**src/dcaa_pkg.sv**
```systemverilog
// constants, types and behaviour summary for the dma arbiter and sequencer
// What this block does
// two or more requesting channels: one is granted by the selected scheme
// fixed orders: 0,1,2,3 or 0,2,3,1 or 2,0,1,3, highest first
// round robin: a channel finishing one unit drops to lowest priority
// after reset round robin ranks channel 0,1,2,3 highest first
// ranking rotates: after channel n, channel n+1 is highest
// late requests wait; arbitration reruns when the current unit ends
// single address (acknowledge strobe) and dual address transfers exist
// acknowledge device never pairs with on-chip space or another such device
// single address: one bus cycle, acknowledge with the memory address
// single address needs the external request and external memory side
// dual address: source and destination both reached by address
// direct dual: read into a holding register, write on next cycle
// indirect on channel 3: pointer fetch, data read, destination write
// the indirect pointer is always read as a full 32-bit value
// one idle cycle between pointer read and driving the pointer
// 32-bit unit on 16-bit port: each phase takes two bus cycles
// cycles per access follow the target space, one or two
// eligible only with both enables set and all three flags clear
// external request: low level when detect select is 0, falling edge if 1
// the priority field to scheme mapping is a parameter
package dcaa_pkg;
	localparam logic [7:0]  OFF_OP      = 8'h00;
	localparam logic [7:0]  OFF_STAT    = 8'h04;
	localparam logic [3:0]  CH_FIRST    = 4'h1;
	localparam logic [3:0]  CH_LAST     = 4'h4;
	localparam logic [3:0]  OFF_SRC     = 4'h0;
	localparam logic [3:0]  OFF_DST     = 4'h4;
	localparam logic [3:0]  OFF_CNT     = 4'h8;
	localparam logic [3:0]  OFF_CTRL    = 4'hC;
	localparam int          OP_ME       = 0;
	localparam int          OP_PSEL     = 1;
	localparam int          OP_NMI_ABORT_FLAG     = 3;
	localparam int          OP_AEF      = 4;
	localparam int          CT_EN       = 0;
	localparam int          CT_TE       = 1;
	localparam int          CT_DS       = 2;
	localparam int          CT_EXT      = 3;
	localparam int          CT_AM       = 4;
	localparam int          CT_TS       = 6;
	localparam int          CT_NAR      = 8;
	localparam int          CT_SLOW     = 9;
	localparam int          CT_W        = 10;
	localparam logic [9:0]  CTRL_RST    = 10'h000;
	localparam logic [31:0] WORD_RST    = 32'h0000_0000;
	localparam logic [31:0] HALF_STEP   = 32'h0000_0002;
	localparam logic [1:0]  AM_DUAL     = 2'h0;
	localparam logic [1:0]  AM_SGL_RD   = 2'h1;
	localparam logic [1:0]  AM_SGL_WR   = 2'h2;
	localparam logic [1:0]  AM_IND      = 2'h3;
	localparam logic [1:0]  TS_WORD     = 2'h1;
	localparam logic [1:0]  TS_LONG     = 2'h2;
	localparam logic [7:0]  ORD_0123    = 8'hE4;
	localparam logic [7:0]  ORD_0231    = 8'h78;
	localparam logic [7:0]  ORD_2013    = 8'hD2;
	localparam logic [7:0]  PSEL_MAP_DEF = 8'hE4;
	localparam logic [1:0]  RR_RST      = 2'h0;
	localparam logic [1:0]  RESP_OK     = 2'h0;
	localparam logic [1:0]  RESP_SLVERR = 2'h2;
	typedef enum logic [2:0] {
		S_IDLE = 3'b000,
		S_PTR  = 3'b001,
		S_NOP  = 3'b010,
		S_RD   = 3'b011,
		S_WR   = 3'b100,
		S_SGL  = 3'b101
	} dcaa_state_t;
endpackage

```
**src/dcaa_top.sv**
```systemverilog
// four-channel dma arbiter, address-mode sequencer and register slave
//
// The implementer's own choices: the address map and the AXI4-Lite interface to the registers.
`timescale 1ns/1ps
module dcaa_top
	import dcaa_pkg::*;
#(
	parameter logic [7:0] PSEL_MAP = PSEL_MAP_DEF
) (
	input  wire logic        I_CLK,
	input  wire logic        I_RST,
	input  wire logic        I_CE,
	input  wire logic        I_AWVALID,
	output logic             O_AWREADY,
	input  wire logic [7:0]  I_AWADDR,
	input  wire logic        I_WVALID,
	output logic             O_WREADY,
	input  wire logic [31:0] I_WDATA,
	input  wire logic [3:0]  I_WSTRB,
	output logic             O_BVALID,
	input  wire logic        I_BREADY,
	output logic [1:0]       O_BRESP,
	input  wire logic        I_ARVALID,
	output logic             O_ARREADY,
	input  wire logic [7:0]  I_ARADDR,
	output logic             O_RVALID,
	input  wire logic        I_RREADY,
	output logic [31:0]      O_RDATA,
	output logic [1:0]       O_RRESP,
	input  wire logic [3:0]  I_EXT_REQ_N,
	input  wire logic        I_NMI,
	output logic [3:0]       O_ACK,
	output logic             O_BUS_CYC,
	output logic [31:0]      O_BUS_ADDR,
	output logic             O_BUS_WR,
	output logic [31:0]      O_BUS_WDATA,
	input  wire logic [31:0] I_BUS_RDATA
);
	logic [3:0]      rq_s1_r, rq_s2_r, rq_s3_r, edge_r;
	logic            nmi_s1_r, nmi_s2_r, nmi_s3_r;
	logic            me_r, nmi_abort_flag_r, aef_r;
	logic [1:0]      psel_r;
	logic [CT_W-1:0] ctl_r [4];
	logic [3:0]      te_r;
	logic [31:0]     src_r [4];
	logic [31:0]     dst_r [4];
	logic [31:0]     cnt_r [4];
	dcaa_state_t     st_r;
	logic [1:0]      ch_r, rr_r, pick, pmode, cam, cts, ack_left_r;
	logic [31:0]     ptr_r, a_addr_r, a_wdata_r, acc_rdata;
	logic            start_r, a_wr_r, a_long_r, acc_done;
	logic [3:0]      req, elig, cand;
	logic [7:0]      order;
	logic            pick_v, go, bad0, bad_ptr, err_set, unit_end;
	logic            awrdy_r, wrdy_r, wr_go;
	logic [7:0]      waddr_r;
	logic [31:0]     wdat_r, wm;
	logic [3:0]      wstrb_r;
	logic [1:0]      wch;
	logic            wr_op, wr_chan;

	function automatic logic misal(input logic [31:0] a, input logic [1:0] ts);
		misal = (ts == TS_WORD && a[0]) || (ts == TS_LONG && a[1:0] != 2'b00);
	endfunction

	function automatic logic ok_addr(input logic [7:0] a);
		ok_addr = a[1:0] == 2'b00 && (a == OFF_OP || a == OFF_STAT
			|| (a[7:4] >= CH_FIRST && a[7:4] <= CH_LAST));
	endfunction

	function automatic logic [1:0] chx(input logic [7:0] a);
		logic [3:0] t;
		t = a[7:4] - CH_FIRST;
		chx = t[1:0];
	endfunction

	function automatic logic [31:0] regval(input logic [7:0] a);
		logic [1:0] c;
		c = chx(a);
		regval = WORD_RST;
		if (a == OFF_OP) begin
			regval = {27'h0, aef_r, nmi_abort_flag_r, psel_r, me_r};
		end else if (a == OFF_STAT) begin
			regval = {24'h0, rr_r, ch_r, 1'b0, st_r};
		end else if (ok_addr(a)) begin
			case (a[3:0])
				OFF_SRC: regval = src_r[c];
				OFF_DST: regval = dst_r[c];
				OFF_CNT: regval = cnt_r[c];
				default: regval = {22'h0, ctl_r[c][CT_W-1:2], te_r[c],
					ctl_r[c][CT_EN]};
			endcase
		end
	endfunction

	// pins cross in through two flops; the second stage is read, and a third stage beside it for edge detection
	always_ff @(posedge I_CLK) begin
		if (I_RST) begin
			rq_s1_r <= 4'hF;
			rq_s2_r <= 4'hF;
			rq_s3_r <= 4'hF;
			nmi_s1_r <= 1'b0;
			nmi_s2_r <= 1'b0;
			nmi_s3_r <= 1'b0;
		end else if (I_CE) begin
			rq_s1_r <= I_EXT_REQ_N;
			rq_s2_r <= rq_s1_r;
			rq_s3_r <= rq_s2_r;
			nmi_s1_r <= I_NMI;
			nmi_s2_r <= nmi_s1_r;
			nmi_s3_r <= nmi_s2_r;
		end
	end

	for (genvar g = 0; g < 4; g++) begin : g_ch
		logic [1:0] am;
		logic       sgl;
		assign am = ctl_r[g][CT_AM+:2];
		assign sgl = am == AM_SGL_RD || am == AM_SGL_WR;
		assign req[g] = ctl_r[g][CT_EXT]
			? (ctl_r[g][CT_DS] ? edge_r[g] : ~rq_s2_r[g]) : 1'b1;
		// acknowledge modes only on the external-request channels
		assign elig[g] = me_r & ctl_r[g][CT_EN] & ~te_r[g] & ~nmi_abort_flag_r
			& ~aef_r & (am == AM_DUAL || (am == AM_IND && g == 3)
			|| (sgl && ctl_r[g][CT_EXT] && g < 2));

		always_ff @(posedge I_CLK) begin
			if (I_RST) begin
				edge_r[g] <= 1'b0;
			end else if (I_CE) begin
				// a new edge in the clearing cycle is kept
				edge_r[g] <= (rq_s3_r[g] & ~rq_s2_r[g])
					| (edge_r[g] & ~(go & ~bad0 & pick == g));
			end
		end
	end

	assign cand = req & elig;
	assign pmode = PSEL_MAP[{psel_r, 1'b0} +: 2];

	always_comb begin
		case (pmode)
			2'h0: order = ORD_0123;
			2'h1: order = ORD_0231;
			2'h2: order = ORD_2013;
			default: order = {rr_r + 2'd3, rr_r + 2'd2, rr_r + 2'd1, rr_r};
		endcase
		pick = 2'h0;
		pick_v = 1'b0;
		for (int k = 3; k >= 0; k--) begin
			if (cand[order[2*k +: 2]]) begin
				pick = order[2*k +: 2];
				pick_v = 1'b1;
			end
		end
	end

	assign go = st_r == S_IDLE && pick_v;
	assign cam = ctl_r[pick][CT_AM+:2];
	assign cts = ctl_r[pick][CT_TS+:2];
	assign bad0 = (cam == AM_IND ? misal(src_r[pick], TS_LONG)
		: misal(src_r[pick], cts) && cam != AM_SGL_WR)
		|| (misal(dst_r[pick], cts) && cam != AM_SGL_RD);
	assign bad_ptr = misal(ptr_r, ctl_r[ch_r][CT_TS+:2]);
	assign err_set = (go && bad0) || (st_r == S_NOP && bad_ptr);
	assign unit_end = I_CE && acc_done && (st_r == S_WR || st_r == S_SGL);

	// a unit in progress completes unless its fetched pointer is misaligned; later requests wait in idle
	always_ff @(posedge I_CLK) begin
		if (I_RST) begin
			st_r <= S_IDLE;
			ch_r <= 2'h0;
			start_r <= 1'b0;
			a_addr_r <= WORD_RST;
			a_wdata_r <= WORD_RST;
			a_wr_r <= 1'b0;
			a_long_r <= 1'b0;
			ptr_r <= WORD_RST;
			ack_left_r <= 2'h0;
			O_ACK <= 4'h0;
		end else if (I_CE) begin
			start_r <= 1'b0;
			case (st_r)
				S_IDLE: if (go && !bad0) begin
					ch_r <= pick;
					start_r <= 1'b1;
					a_long_r <= cts == TS_LONG;
					a_addr_r <= cam == AM_SGL_WR ? dst_r[pick] : src_r[pick];
					a_wr_r <= cam == AM_SGL_WR;
					case (cam)
						AM_IND: begin
							a_long_r <= 1'b1;
							st_r <= S_PTR;
						end
						AM_SGL_RD, AM_SGL_WR: st_r <= S_SGL;
						default: st_r <= S_RD;
					endcase
				end
				S_PTR: if (acc_done) begin
					ptr_r <= acc_rdata;
					st_r <= S_NOP;
				end
				S_NOP: if (bad_ptr) begin
					st_r <= S_IDLE;
				end else begin
					a_addr_r <= ptr_r;
					a_long_r <= ctl_r[ch_r][CT_TS+:2] == TS_LONG;
					start_r <= 1'b1;
					st_r <= S_RD;
				end
				S_RD: if (acc_done) begin
					a_wdata_r <= acc_rdata;
					a_addr_r <= dst_r[ch_r];
					a_wr_r <= 1'b1;
					start_r <= 1'b1;
					st_r <= S_WR;
				end
				S_WR: if (acc_done) begin
					st_r <= S_IDLE;
				end
				S_SGL: begin
					// done comes a clock late, so the strobe counts its own clocks
					if (start_r) begin
						O_ACK[ch_r] <= 1'b1;
						ack_left_r <= {a_long_r & ctl_r[ch_r][CT_NAR]
							& ctl_r[ch_r][CT_SLOW], (a_long_r
							& ctl_r[ch_r][CT_NAR]) | ctl_r[ch_r][CT_SLOW]};
					end else if (ack_left_r == 2'h0) begin
						O_ACK <= 4'h0;
					end else begin
						ack_left_r <= ack_left_r - 2'h1;
					end
					if (acc_done) begin
						st_r <= S_IDLE;
					end
				end
				default: st_r <= S_IDLE;
			endcase
		end
	end

	always_ff @(posedge I_CLK) begin
		if (I_RST) begin
			rr_r <= RR_RST;
		end else if (unit_end) begin
			rr_r <= ch_r + 2'd1;
		end
	end

	dcaa_access u_acc (
		.i_clk    (I_CLK),
		.i_rst    (I_RST),
		.i_ce     (I_CE),
		.i_start  (start_r),
		.i_addr   (a_addr_r),
		.i_wr     (a_wr_r),
		.i_wdata  (a_wdata_r),
		.i_long   (a_long_r),
		.i_narrow (ctl_r[ch_r][CT_NAR]),
		.i_slow   (ctl_r[ch_r][CT_SLOW]),
		.i_rdata  (I_BUS_RDATA),
		.o_cyc    (O_BUS_CYC),
		.o_addr   (O_BUS_ADDR),
		.o_wr     (O_BUS_WR),
		.o_wdata  (O_BUS_WDATA),
		.o_done   (acc_done),
		.o_rdata  (acc_rdata)
	);

	assign wr_go = ~awrdy_r & ~wrdy_r & ~O_BVALID;
	assign wr_op = wr_go && waddr_r == OFF_OP;
	assign wr_chan = wr_go && ok_addr(waddr_r) && waddr_r[7:4] >= CH_FIRST;
	assign wch = chx(waddr_r);
	always_comb begin
		wm = regval(waddr_r);
		for (int b = 0; b < 4; b++) begin
			if (wstrb_r[b]) begin
				wm[8*b +: 8] = wdat_r[8*b +: 8];
			end
		end
	end

	always_ff @(posedge I_CLK) begin
		if (I_RST) begin
			awrdy_r <= 1'b1;
			wrdy_r <= 1'b1;
			O_BVALID <= 1'b0;
			O_BRESP <= RESP_OK;
			waddr_r <= OFF_OP;
			wdat_r <= WORD_RST;
			wstrb_r <= 4'h0;
			O_ARREADY <= 1'b1;
			O_RVALID <= 1'b0;
			O_RDATA <= WORD_RST;
			O_RRESP <= RESP_OK;
		end else if (I_CE) begin
			if (awrdy_r && I_AWVALID) begin
				awrdy_r <= 1'b0;
				waddr_r <= I_AWADDR;
			end
			if (wrdy_r && I_WVALID) begin
				wrdy_r <= 1'b0;
				wdat_r <= I_WDATA;
				wstrb_r <= I_WSTRB;
			end
			if (wr_go) begin
				O_BVALID <= 1'b1;
				O_BRESP <= ok_addr(waddr_r) ? RESP_OK : RESP_SLVERR;
			end
			if (O_BVALID && I_BREADY) begin
				O_BVALID <= 1'b0;
				awrdy_r <= 1'b1;
				wrdy_r <= 1'b1;
			end
			if (O_ARREADY && I_ARVALID) begin
				O_ARREADY <= 1'b0;
				O_RVALID <= 1'b1;
				O_RDATA <= regval(I_ARADDR);
				O_RRESP <= ok_addr(I_ARADDR) ? RESP_OK : RESP_SLVERR;
			end
			if (O_RVALID && I_RREADY) begin
				O_RVALID <= 1'b0;
				O_ARREADY <= 1'b1;
			end
		end
	end
	assign O_AWREADY = awrdy_r;
	assign O_WREADY = wrdy_r;

	// hardware set of a flag wins over a software clear in the same cycle
	always_ff @(posedge I_CLK) begin
		if (I_RST) begin
			me_r <= 1'b0;
			psel_r <= 2'h0;
			nmi_abort_flag_r <= 1'b0;
			aef_r <= 1'b0;
			te_r <= 4'h0;
			for (int i = 0; i < 4; i++) begin
				ctl_r[i] <= CTRL_RST;
				src_r[i] <= WORD_RST;
				dst_r[i] <= WORD_RST;
				cnt_r[i] <= WORD_RST;
			end
		end else if (I_CE) begin
			if (wr_op) begin
				me_r <= wm[OP_ME];
				psel_r <= wm[OP_PSEL +: 2];
			end
			nmi_abort_flag_r <= (nmi_s2_r & ~nmi_s3_r) | (nmi_abort_flag_r & ~(wr_op & ~wm[OP_NMI_ABORT_FLAG]));
			aef_r <= err_set | (aef_r & ~(wr_op & ~wm[OP_AEF]));
			for (int i = 0; i < 4; i++) begin
				if (wr_chan && wch == 2'(i)) begin
					case (waddr_r[3:0])
						OFF_SRC: src_r[i] <= wm;
						OFF_DST: dst_r[i] <= wm;
						OFF_CNT: cnt_r[i] <= wm;
						default: ctl_r[i] <= wm[CT_W-1:0];
					endcase
				end else if (unit_end && ch_r == 2'(i) && cnt_r[i] != WORD_RST) begin
					cnt_r[i] <= cnt_r[i] - 32'd1;
				end
				te_r[i] <= (unit_end && ch_r == 2'(i) && cnt_r[i] <= 32'd1)
					| (te_r[i] & ~(wr_chan && wch == 2'(i)
					&& waddr_r[3:0] == OFF_CTRL && !wm[CT_TE]));
			end
		end
	end
endmodule

```
**src/dcaa_access.sv**
```systemverilog
// one transfer access: one or two bus cycles, each one or two clocks
`timescale 1ns/1ps
module dcaa_access
	import dcaa_pkg::*;
(
	input  wire logic        i_clk,
	input  wire logic        i_rst,
	input  wire logic        i_ce,
	input  wire logic        i_start,
	input  wire logic [31:0] i_addr,
	input  wire logic        i_wr,
	input  wire logic [31:0] i_wdata,
	input  wire logic        i_long,
	input  wire logic        i_narrow,
	input  wire logic        i_slow,
	input  wire logic [31:0] i_rdata,
	output logic             o_cyc,
	output logic [31:0]      o_addr,
	output logic             o_wr,
	output logic [31:0]      o_wdata,
	output logic             o_done,
	output logic [31:0]      o_rdata
);
	logic        busy_r;
	logic        half_r;
	logic        wait_r;
	logic        two_r;
	logic        slow_r;
	logic [15:0] low_r;

	always_ff @(posedge i_clk) begin
		if (i_rst) begin
			busy_r <= 1'b0;
			half_r <= 1'b0;
			wait_r <= 1'b0;
			two_r <= 1'b0;
			slow_r <= 1'b0;
			low_r <= 16'h0000;
			o_cyc <= 1'b0;
			o_addr <= WORD_RST;
			o_wr <= 1'b0;
			o_wdata <= WORD_RST;
			o_done <= 1'b0;
			o_rdata <= WORD_RST;
		end else if (i_ce) begin
			o_done <= 1'b0;
			if (i_start) begin
				busy_r <= 1'b1;
				o_cyc <= 1'b1;
				o_addr <= i_addr;
				o_wr <= i_wr;
				half_r <= 1'b0;
				wait_r <= i_slow;
				slow_r <= i_slow;
				two_r <= i_long & i_narrow;
				low_r <= i_wdata[15:0];
				// high half goes first on a split access
				o_wdata <= (i_long & i_narrow) ? {16'h0000, i_wdata[31:16]}
					: i_wdata;
			end else if (busy_r) begin
				if (wait_r) begin
					wait_r <= 1'b0;
				end else if (two_r && !half_r) begin
					o_rdata[31:16] <= i_rdata[15:0];
					half_r <= 1'b1;
					o_addr <= o_addr + HALF_STEP;
					o_wdata <= {16'h0000, low_r};
					wait_r <= slow_r;
				end else begin
					if (two_r) begin
						o_rdata[15:0] <= i_rdata[15:0];
					end else begin
						o_rdata <= i_rdata;
					end
					busy_r <= 1'b0;
					o_cyc <= 1'b0;
					o_done <= 1'b1;
				end
			end
		end
	end
endmodule

```
**config.mk**
```make
export PLATFORM = sky130hd
export DESIGN_NAME = dcaa_top
export DESIGN_NICKNAME = d
export VERILOG_FILES = /design/src/dcaa_pkg.sv /design/src/dcaa_top.sv /design/src/dcaa_access.sv
export SDC_FILE = /design/constraint.sdc
export NUM_CORES = 2
export LEC_CHECK = 0
export BUFFER_PORTS_ARGS = -buffer_cell sky130_fd_sc_hd__buf_2
export CAP_MARGIN = 20
export CELL_PAD_IN_SITES_DETAIL_PLACEMENT = 2
export CELL_PAD_IN_SITES_GLOBAL_PLACEMENT = 2
export CORE_MARGIN = 5
export CORE_UTILIZATION = 41
export CTS_CLUSTER_SIZE = 14
export DETAILED_ROUTE_END_ITERATION = 16
export GPL_TIMING_DRIVEN = 0
export PLACE_DENSITY = 0.8
export SYNTH_ARGS = -nofsm -noshare
export SYNTH_HDL_FRONTEND = slang
export SYNTH_SLANG_ARGS = --single-unit
```
**constraint.sdc**
```tcl
create_clock -name I_CLK -period 7.3 [get_ports I_CLK]
set_clock_uncertainty 0.2 [all_clocks]
set_input_delay 0.73 -clock I_CLK [delete_from_list [all_inputs] [get_ports I_CLK]]
set_output_delay 0.73 -clock I_CLK [all_outputs]
set_load 0.05 [all_outputs]
```
# After elaboration in Yosys (flattened, before gate mapping)
# Memory sizes are Yosys's and may differ from the RTL's. A register that Yosys moved wholly into a read port is not among the register bits.
# Index checks and enable logic that the tools add are counted.
dict set report word_totals {
  inputBits 97
  romBits 0
  memories 4
  out_inout_bits 111
  ramBits 424
  latchBits 0
  reg_bits 345
  elab_cells 598
}
dict set report op_classes {
  add_sub_neg 12
  div_mod_pow 0
  n_bitwise 109
  n_shift 1
  multipliers 0
  order_cmp 16
  n_eq_ne 46
  mux 228
  n_reduce_logical 132
}
# name words width read_ports rd_ports_with_merged_regs wr line
set memory_table {}
lappend memory_table {cnt_r 4 32 6 0 4 dcaa_top.sv:47} ;# logic [31:0] cnt_r [4];
lappend memory_table {dst_r 4 32 4 1 4 dcaa_top.sv:46} ;# logic [31:0] dst_r [4];
lappend memory_table {src_r 4 32 3 0 4 dcaa_top.sv:45} ;# logic [31:0] src_r [4];
lappend memory_table {ctl_r 4 10 8 1 4 dcaa_top.sv:43} ;# logic [CT_W-1:0] ctl_r [4];
# op n
set op_table {}
lappend op_table {{$mux 32} 35}
lappend op_table {{$pmux 32 s3} 3}
lappend op_table {{$mux 1} 148}
lappend op_table {{$le 32x1->1 const B} 4}
lappend op_table {{$reduce_bool 32->1} 4}
lappend op_table {{$sub 32x1->32 const B} 4}
lappend op_table {{$logic_and 1x1->1} 54}
lappend op_table {{$and 1x1->1} 46}
lappend op_table {{$mux 10} 4}
lappend op_table {{$add 32x2->32 const B} 1}
lappend op_table {{$mux 16} 2}
lappend op_table {{$mux 8} 4}
lappend op_table {{$or 1x1->1} 31}
lappend op_table {{$not 1->1} 30}
lappend op_table {{$eq 2x2->1 const B} 14}
lappend op_table {{$mux 2} 13}
lappend op_table {{$pmux 8 s3} 1}
lappend op_table {{$reduce_bool 2->1} 12}
lappend op_table {{$logic_not 2->1} 11}
lappend op_table {{$reduce_and 2->1} 11}
lappend op_table {{$lt 2x3->1 const B} 7}
lappend op_table {{$reduce_and 5->1} 4}
lappend op_table {{$eq 2x1->1 const B} 9}
lappend op_table {{$eq 8x3->1 const B} 2}
lappend op_table {{other kinds (34)} 90}

# Depth between registers and ports, before layout
# An unclocked memory read counts as a cell.
dict set report logic_depth {
  ltp_word 26
  ltp_mapped 26
  mapped_depth_nobuf 19
}

# By module
# From an unflattened synthesis, not the netlist that was laid out.
dict set report hier_totals {
  hier_cells 4159
  area_unflattened_um2 43589.3
}
# mod area_each_um2 seq_area_each_um2 cells_per_inst n_inst
set modules_own_cells {}
lappend modules_own_cells {dcaa_top 38180.4 17116.4 3490 1}
lappend modules_own_cells {dcaa_access 5408.9 2402.3 669 1}

# Least setup slack after synthesis
# No wires, ideal clock.
dict set report synth_timing {
  path_type {flip-flop to flip-flop}
  start {register waddr_r[4]}
  end {memory src_r[3][0], enable pin}
  slack_ns 0.794
  period_less_slack_ns 6.506
  required_time_ns 6.634
  t_arrival_ns 5.841
  setup_ns 0.466
  path_stages_with_launch 16
  cell_sequence {dfxtp_1 clkbuf_1 buf_2 buf_2 buf_2 buf_2 inv_1 ha_1 nor2b_1 nor2_1 a21oi_1 nor3_1 nand2_1 a21oi_1 nand2_1 o21ai_0}
}
# item line
set synth_rtl {}
lappend synth_rtl {{start, declared} dcaa_top.sv:56} ;# logic [7:0] waddr_r;
lappend synth_rtl {{start signal, assigned} dcaa_top.sv:289} ;# waddr_r <= OFF_OP;
lappend synth_rtl {{start signal, assigned} dcaa_top.sv:299} ;# waddr_r <= I_AWADDR;
lappend synth_rtl {{end, declared} dcaa_top.sv:45}

==> impl_metrics.env <==
export IMPL_synthesis_instances=4217
export IMPL_report_final_slew_viol_count=0
export IMPL_port_buffer_count=202
export IMPL_nFillCells=11000
export IMPL_post_route_worst_setup_slack_ns=-0.0797
export IMPL_postRouteAntennaNets=0
export IMPL_placed_area_sq_um=46600
export IMPL_synth_seq_area_share=0.452
export IMPL_fp_dieArea_sq_um=112000
export IMPL_seqPwrFrac=0.452
export IMPL_place_congestion=0.968
export IMPL_synth_edf_count=420
export IMPL_critPathCaptureType="register"
export IMPL_timing_reg2reg_worst_path_depth=15
export IMPL_final_core_util=0.472
export IMPL_fin_nets=4685
export IMPL_yosys_warnings=0
export IMPL_cell_depth_of_the_worst_min_delay_path=3
export IMPL_number_of_antenna_violations_at_the_first_check_in_global_routing=12
export IMPL_run_status="complete, but fails checks"
export IMPL_synth_top_area_cell="sky130_fd_sc_hd__edfxtp_1"
export IMPL_yosys_top_cells_count="sky130_fd_sc_hd__nor2_1 (567), sky130_fd_sc_hd__nand2_1 (549), sky130_fd_sc_hd__edfxtp_1 (420)"
export IMPL_grtUsageTotal=0.362
export IMPL_p_total_mw=10.5
export IMPL_worst_r2r_startpoint="waddr_r[4]$_SDFFE_PP0P_"
export IMPL_pre_cts_ws_ns=-1.97
export IMPL_power_report_internal_total_mw=7.57
export IMPL_critical_path_startpoint_type="register"
export IMPL_placedCellCount=5851
export IMPL_hold_viol=0
export IMPL_setup_viol=11
export IMPL_grt_pass1_wl_um=298000
export IMPL_failed_checks="negative setup slack"
export IMPL_worst_setup_path_type="reg -> reg"
export IMPL_power_density_cell_area_nw_per_um2=213
export IMPL_ctsHoldBuffers=0
export IMPL_min_period_over_period=1.01
export IMPL_worst_hold_slack_ns=0.0687
export IMPL_drt_vias_per_instance=6.57
export IMPL_grt_start_max_net_pins=33
export IMPL_class_of_the_worst_hold_path="in -> reg"
export IMPL_clock_tree_buffer_depth=3
export IMPL_initial_utilization=0.411
export IMPL_rows=119
export IMPL_netlist_cell_type_count=84
export IMPL_detail_route_drc_violations=0
export IMPL_post_synth_top_area_fraction=0.292
export IMPL_syn_avg_cell_area_sq_um=10.2
export IMPL_fin_area_sq_um=49600
export IMPL_io_pin_count=208
export IMPL_yosys_cell_count_top_type="sky130_fd_sc_hd__nor2_1"
export IMPL_tightest_slew_ns=1.21
export IMPL_multi_input_area_sq_um=22100
export IMPL_clk_latency_ns=0.70
export IMPL_worst_endpoint_required_ns=7.50
export IMPL_p_sw_mw=2.98
export IMPL_final_setup_tns_ns=-0.417
export IMPL_drt_pass1_iter_count=5
export IMPL_die_h_um=334
export IMPL_r2r_slack_ns=-0.08
export IMPL_synthArstFlopShare=0
export IMPL_largest_cells_by_area_after_synthesis="sky130_fd_sc_hd__edfxtp_1 (29%), sky130_fd_sc_hd__dfxtp_1 (16%), sky130_fd_sc_hd__mux4_2 (12%), sky130_fd_sc_hd__mux2i_1 (8.1%), sky130_fd_sc_hd__nor2_1 (4.9%)"
export IMPL_max_clock_freq_mhz=136
export IMPL_cell_area_synth_sq_um=43100
export IMPL_critPathMaxFanout=10
export IMPL_p_clk_frac=0.425
export IMPL_grt_setup_unrepaired="yes"
export IMPL_post_drt_wl_per_cell_um=34.7
export IMPL_inserted_clock_buffers=89
export IMPL_holdCritStartpoint="I_WDATA[20]"
export IMPL_globalRouteOverflowTotal=0
export IMPL_regArea_sq_um=19500
export IMPL_coreArea_sq_um=105000
export IMPL_hpwlAfterDp_um=161000
export IMPL_vdd_drop_max_uv=146
export IMPL_floorplan_die_width_um=334
export IMPL_dominantRegCellSynth="sky130_fd_sc_hd__edfxtp_1"
export IMPL_syn_to_final_growth_pct=14.9
export IMPL_leakagePower_nw=16.6
export IMPL_switching_share=0.282
export IMPL_tritoncts_num_sinks=765
export IMPL_data_arrival_time_at_the_worst_slack_endpoint_ns=7.58
export IMPL_combPwrFrac=0.123
export IMPL_clkTransAtPathRegs_ns=0.06
export IMPL_routed_wirelength_um=209000
export IMPL_final_instance_count_excl_fill=6023
export IMPL_cap_viol_max_count=0
export IMPL_ys_seq_elements=765
export IMPL_initialDrtViolationCount=5128
export IMPL_final_min_clock_period_ns=7.38
export IMPL_slew_headroom=0.192
export IMPL_worst_r2r_endpoint="ctl_r[1][6]$_SDFFCE_PN0P_"
export IMPL_routed_via_count=39500
export IMPL_drive_gt1_frac=0.162
export IMPL_number_of_global_route_vias_before_repair=41000
export IMPL_worst_hold_path_endpoint="wdat_r[20]$_SDFFE_PP0P_"
export IMPL_tritoncts="built"
export IMPL_cts_htree_levels=3
export IMPL_cts_root_buf="sky130_fd_sc_hd__clkbuf_16"
==> power by group through the flow <==
| stage | combinational (mW) | clock [mW] | sequential (mW) |
|---|---|---|---|
| after floorplan | 0.659 | 0 | 4.81 |
| after global placement | 1.14 | 0 | 4.85 |
| after detailed placement | 1.22 | 0 | 4.85 |
| after CTS | 1.24 | 4.50 | 4.76 |
| after global routing | 1.31 | 4.67 | 4.77 |
| final | 1.30 | 4.49 | 4.77 |
==> logic make-up after synthesis <==
group | share of synthesized area
xor gates and xnor gates | 0.0241
other | 0.0000869
buffers and inverters | 0.0391
and+or+nand+nor | 0.145
AOI/OAI and AO/OA | 0.121
muxes | 0.208
adders and majority gates | 0.0104
DFF | 0.452
==> cells in the final DEF (no fill, tap or decap), types with 26 or more instances in the layout <==
master                      Yosys  routed
sky130_fd_sc_hd__o22ai_1      185     185
sky130_fd_sc_hd__nand2_1      549     549
sky130_fd_sc_hd__nor2_1       567     567
sky130_fd_sc_hd__mux4_2       234     234
sky130_fd_sc_hd__nand3_1       70      66
sky130_fd_sc_hd__nor4_1        35      34
sky130_fd_sc_hd__dfxtp_1      345     345
sky130_fd_sc_hd__buf_2         20     224
sky130_fd_sc_hd__clkbuf_1     256     251
sky130_fd_sc_hd__a21oi_1      262     260
sky130_fd_sc_hd__mux2i_1      350     347
sky130_fd_sc_hd__edfxtp_1     420     420
sky130_fd_sc_hd__nor3_1        69      68
sky130_fd_sc_hd__o21ai_0       89      77
sky130_fd_sc_hd__buf_1         51      48
sky130_fd_sc_hd__a22oi_1       86      83
sky130_fd_sc_hd__nand2b_1      30      30
sky130_fd_sc_hd__xor2_1        35      35
sky130_fd_sc_hd__xnor2_1       82      82
sky130_fd_sc_hd__a211oi_1      45      45
sky130_fd_sc_hd__o221ai_1      26      26
sky130_fd_sc_hd__clkbuf_16      0      90
sky130_fd_sc_hd__nor2b_1       26      26
sky130_fd_sc_hd__inv_1         72      72
sky130_fd_sc_hd__ha_1          36      35
sky130_fd_sc_hd__clkbuf_2       0      34
==> routing by layer <==
metal	global-route usage	wire length, um	vias to the layer above
li1	-	-	16300
met4	0.134	9470	14
met3	0.0946	21100	526
met5	0.0145	223	-
met2	0.595	97800	2229
met1	0.462	80500	20400
==> flip-flops by register name (all words and copies together) (netlist names), 8 cells and up, named ones only <==
register,count
O_RDATA,32
u_acc.low_r,16
cnt_r,128
u_acc.o_rdata,32
wdat_r,32
src_r,128
a_wdata_r,32
u_acc.o_addr,32
dst_r,128
ptr_r,32
waddr_r,8
a_addr_r,32
u_acc.o_wdata,32
ctl_r,36
==> final cells by class <==
type | instances | area share
Multi-Input combinational cell | 3035 | 0.447
Sequential cell | 765 | 0.394
Timing Repair Buffer | 245 | 0.0331
Buffer | 342 | 0.0293
Clock buffer | 128 | 0.0495
Antenna cell | 7 | 0.000353
Clock inverter | 36 | 0.00681
Tap cell | 1391 | 0.0351
Inverter | 74 | 0.00560
==> critical path, cell delays in order, from the launching register on <==
cell	delay [ns]
sky130_fd_sc_hd__dfxtp_1	0.38
sky130_fd_sc_hd__clkbuf_2	0.43
sky130_fd_sc_hd__buf_4	0.40
sky130_fd_sc_hd__buf_2	0.49
sky130_fd_sc_hd__buf_4	0.38
sky130_fd_sc_hd__buf_2	0.50
sky130_fd_sc_hd__inv_1	0.18
sky130_fd_sc_hd__ha_2	0.61
sky130_fd_sc_hd__clkbuf_2	0.57
sky130_fd_sc_hd__clkbuf_2	0.54
sky130_fd_sc_hd__mux4_2	0.47
sky130_fd_sc_hd__o221ai_1	0.24
sky130_fd_sc_hd__o21ai_0	0.24
sky130_fd_sc_hd__a22oi_2	0.62
sky130_fd_sc_hd__clkbuf_1	0.66
sky130_fd_sc_hd__nor2_1	0.15
==> worst max path at each step <==
stage / startpoint / to / cells past startpoint
2_1_floorplan: waddr_r[4]$_SDFFE_PP0P_ / src_r[3][0]$_SDFFCE_PN0P_ / 15
3_3_place_gp: waddr_r[4]$_SDFFE_PP0P_ / dst_r[3][26]$_SDFFCE_PN0P_ / 15
3_5_place_dp: waddr_r[4]$_SDFFE_PP0P_ / cnt_r[0][26]$_SDFFCE_PN0P_ / 19
4_1_cts: waddr_r[4]$_SDFFE_PP0P_ / dst_r[0][0]$_SDFFCE_PN0P_ / 17
5_1_grt: waddr_r[4]$_SDFFE_PP0P_ / cnt_r[2][26]$_SDFFCE_PN0P_ / 17
6_report: waddr_r[4]$_SDFFE_PP0P_ / ctl_r[1][6]$_SDFFCE_PN0P_ / 15
==> what timing repair did <==
action	4_1_cts	5_1_grt
hold endpoints to repair	0	0
gates cloned	0	2
endpoints found under the setup margin	559	277
resized for setup	35	22
setup buffers	0	0
Power figures use the tool's default switching activity.
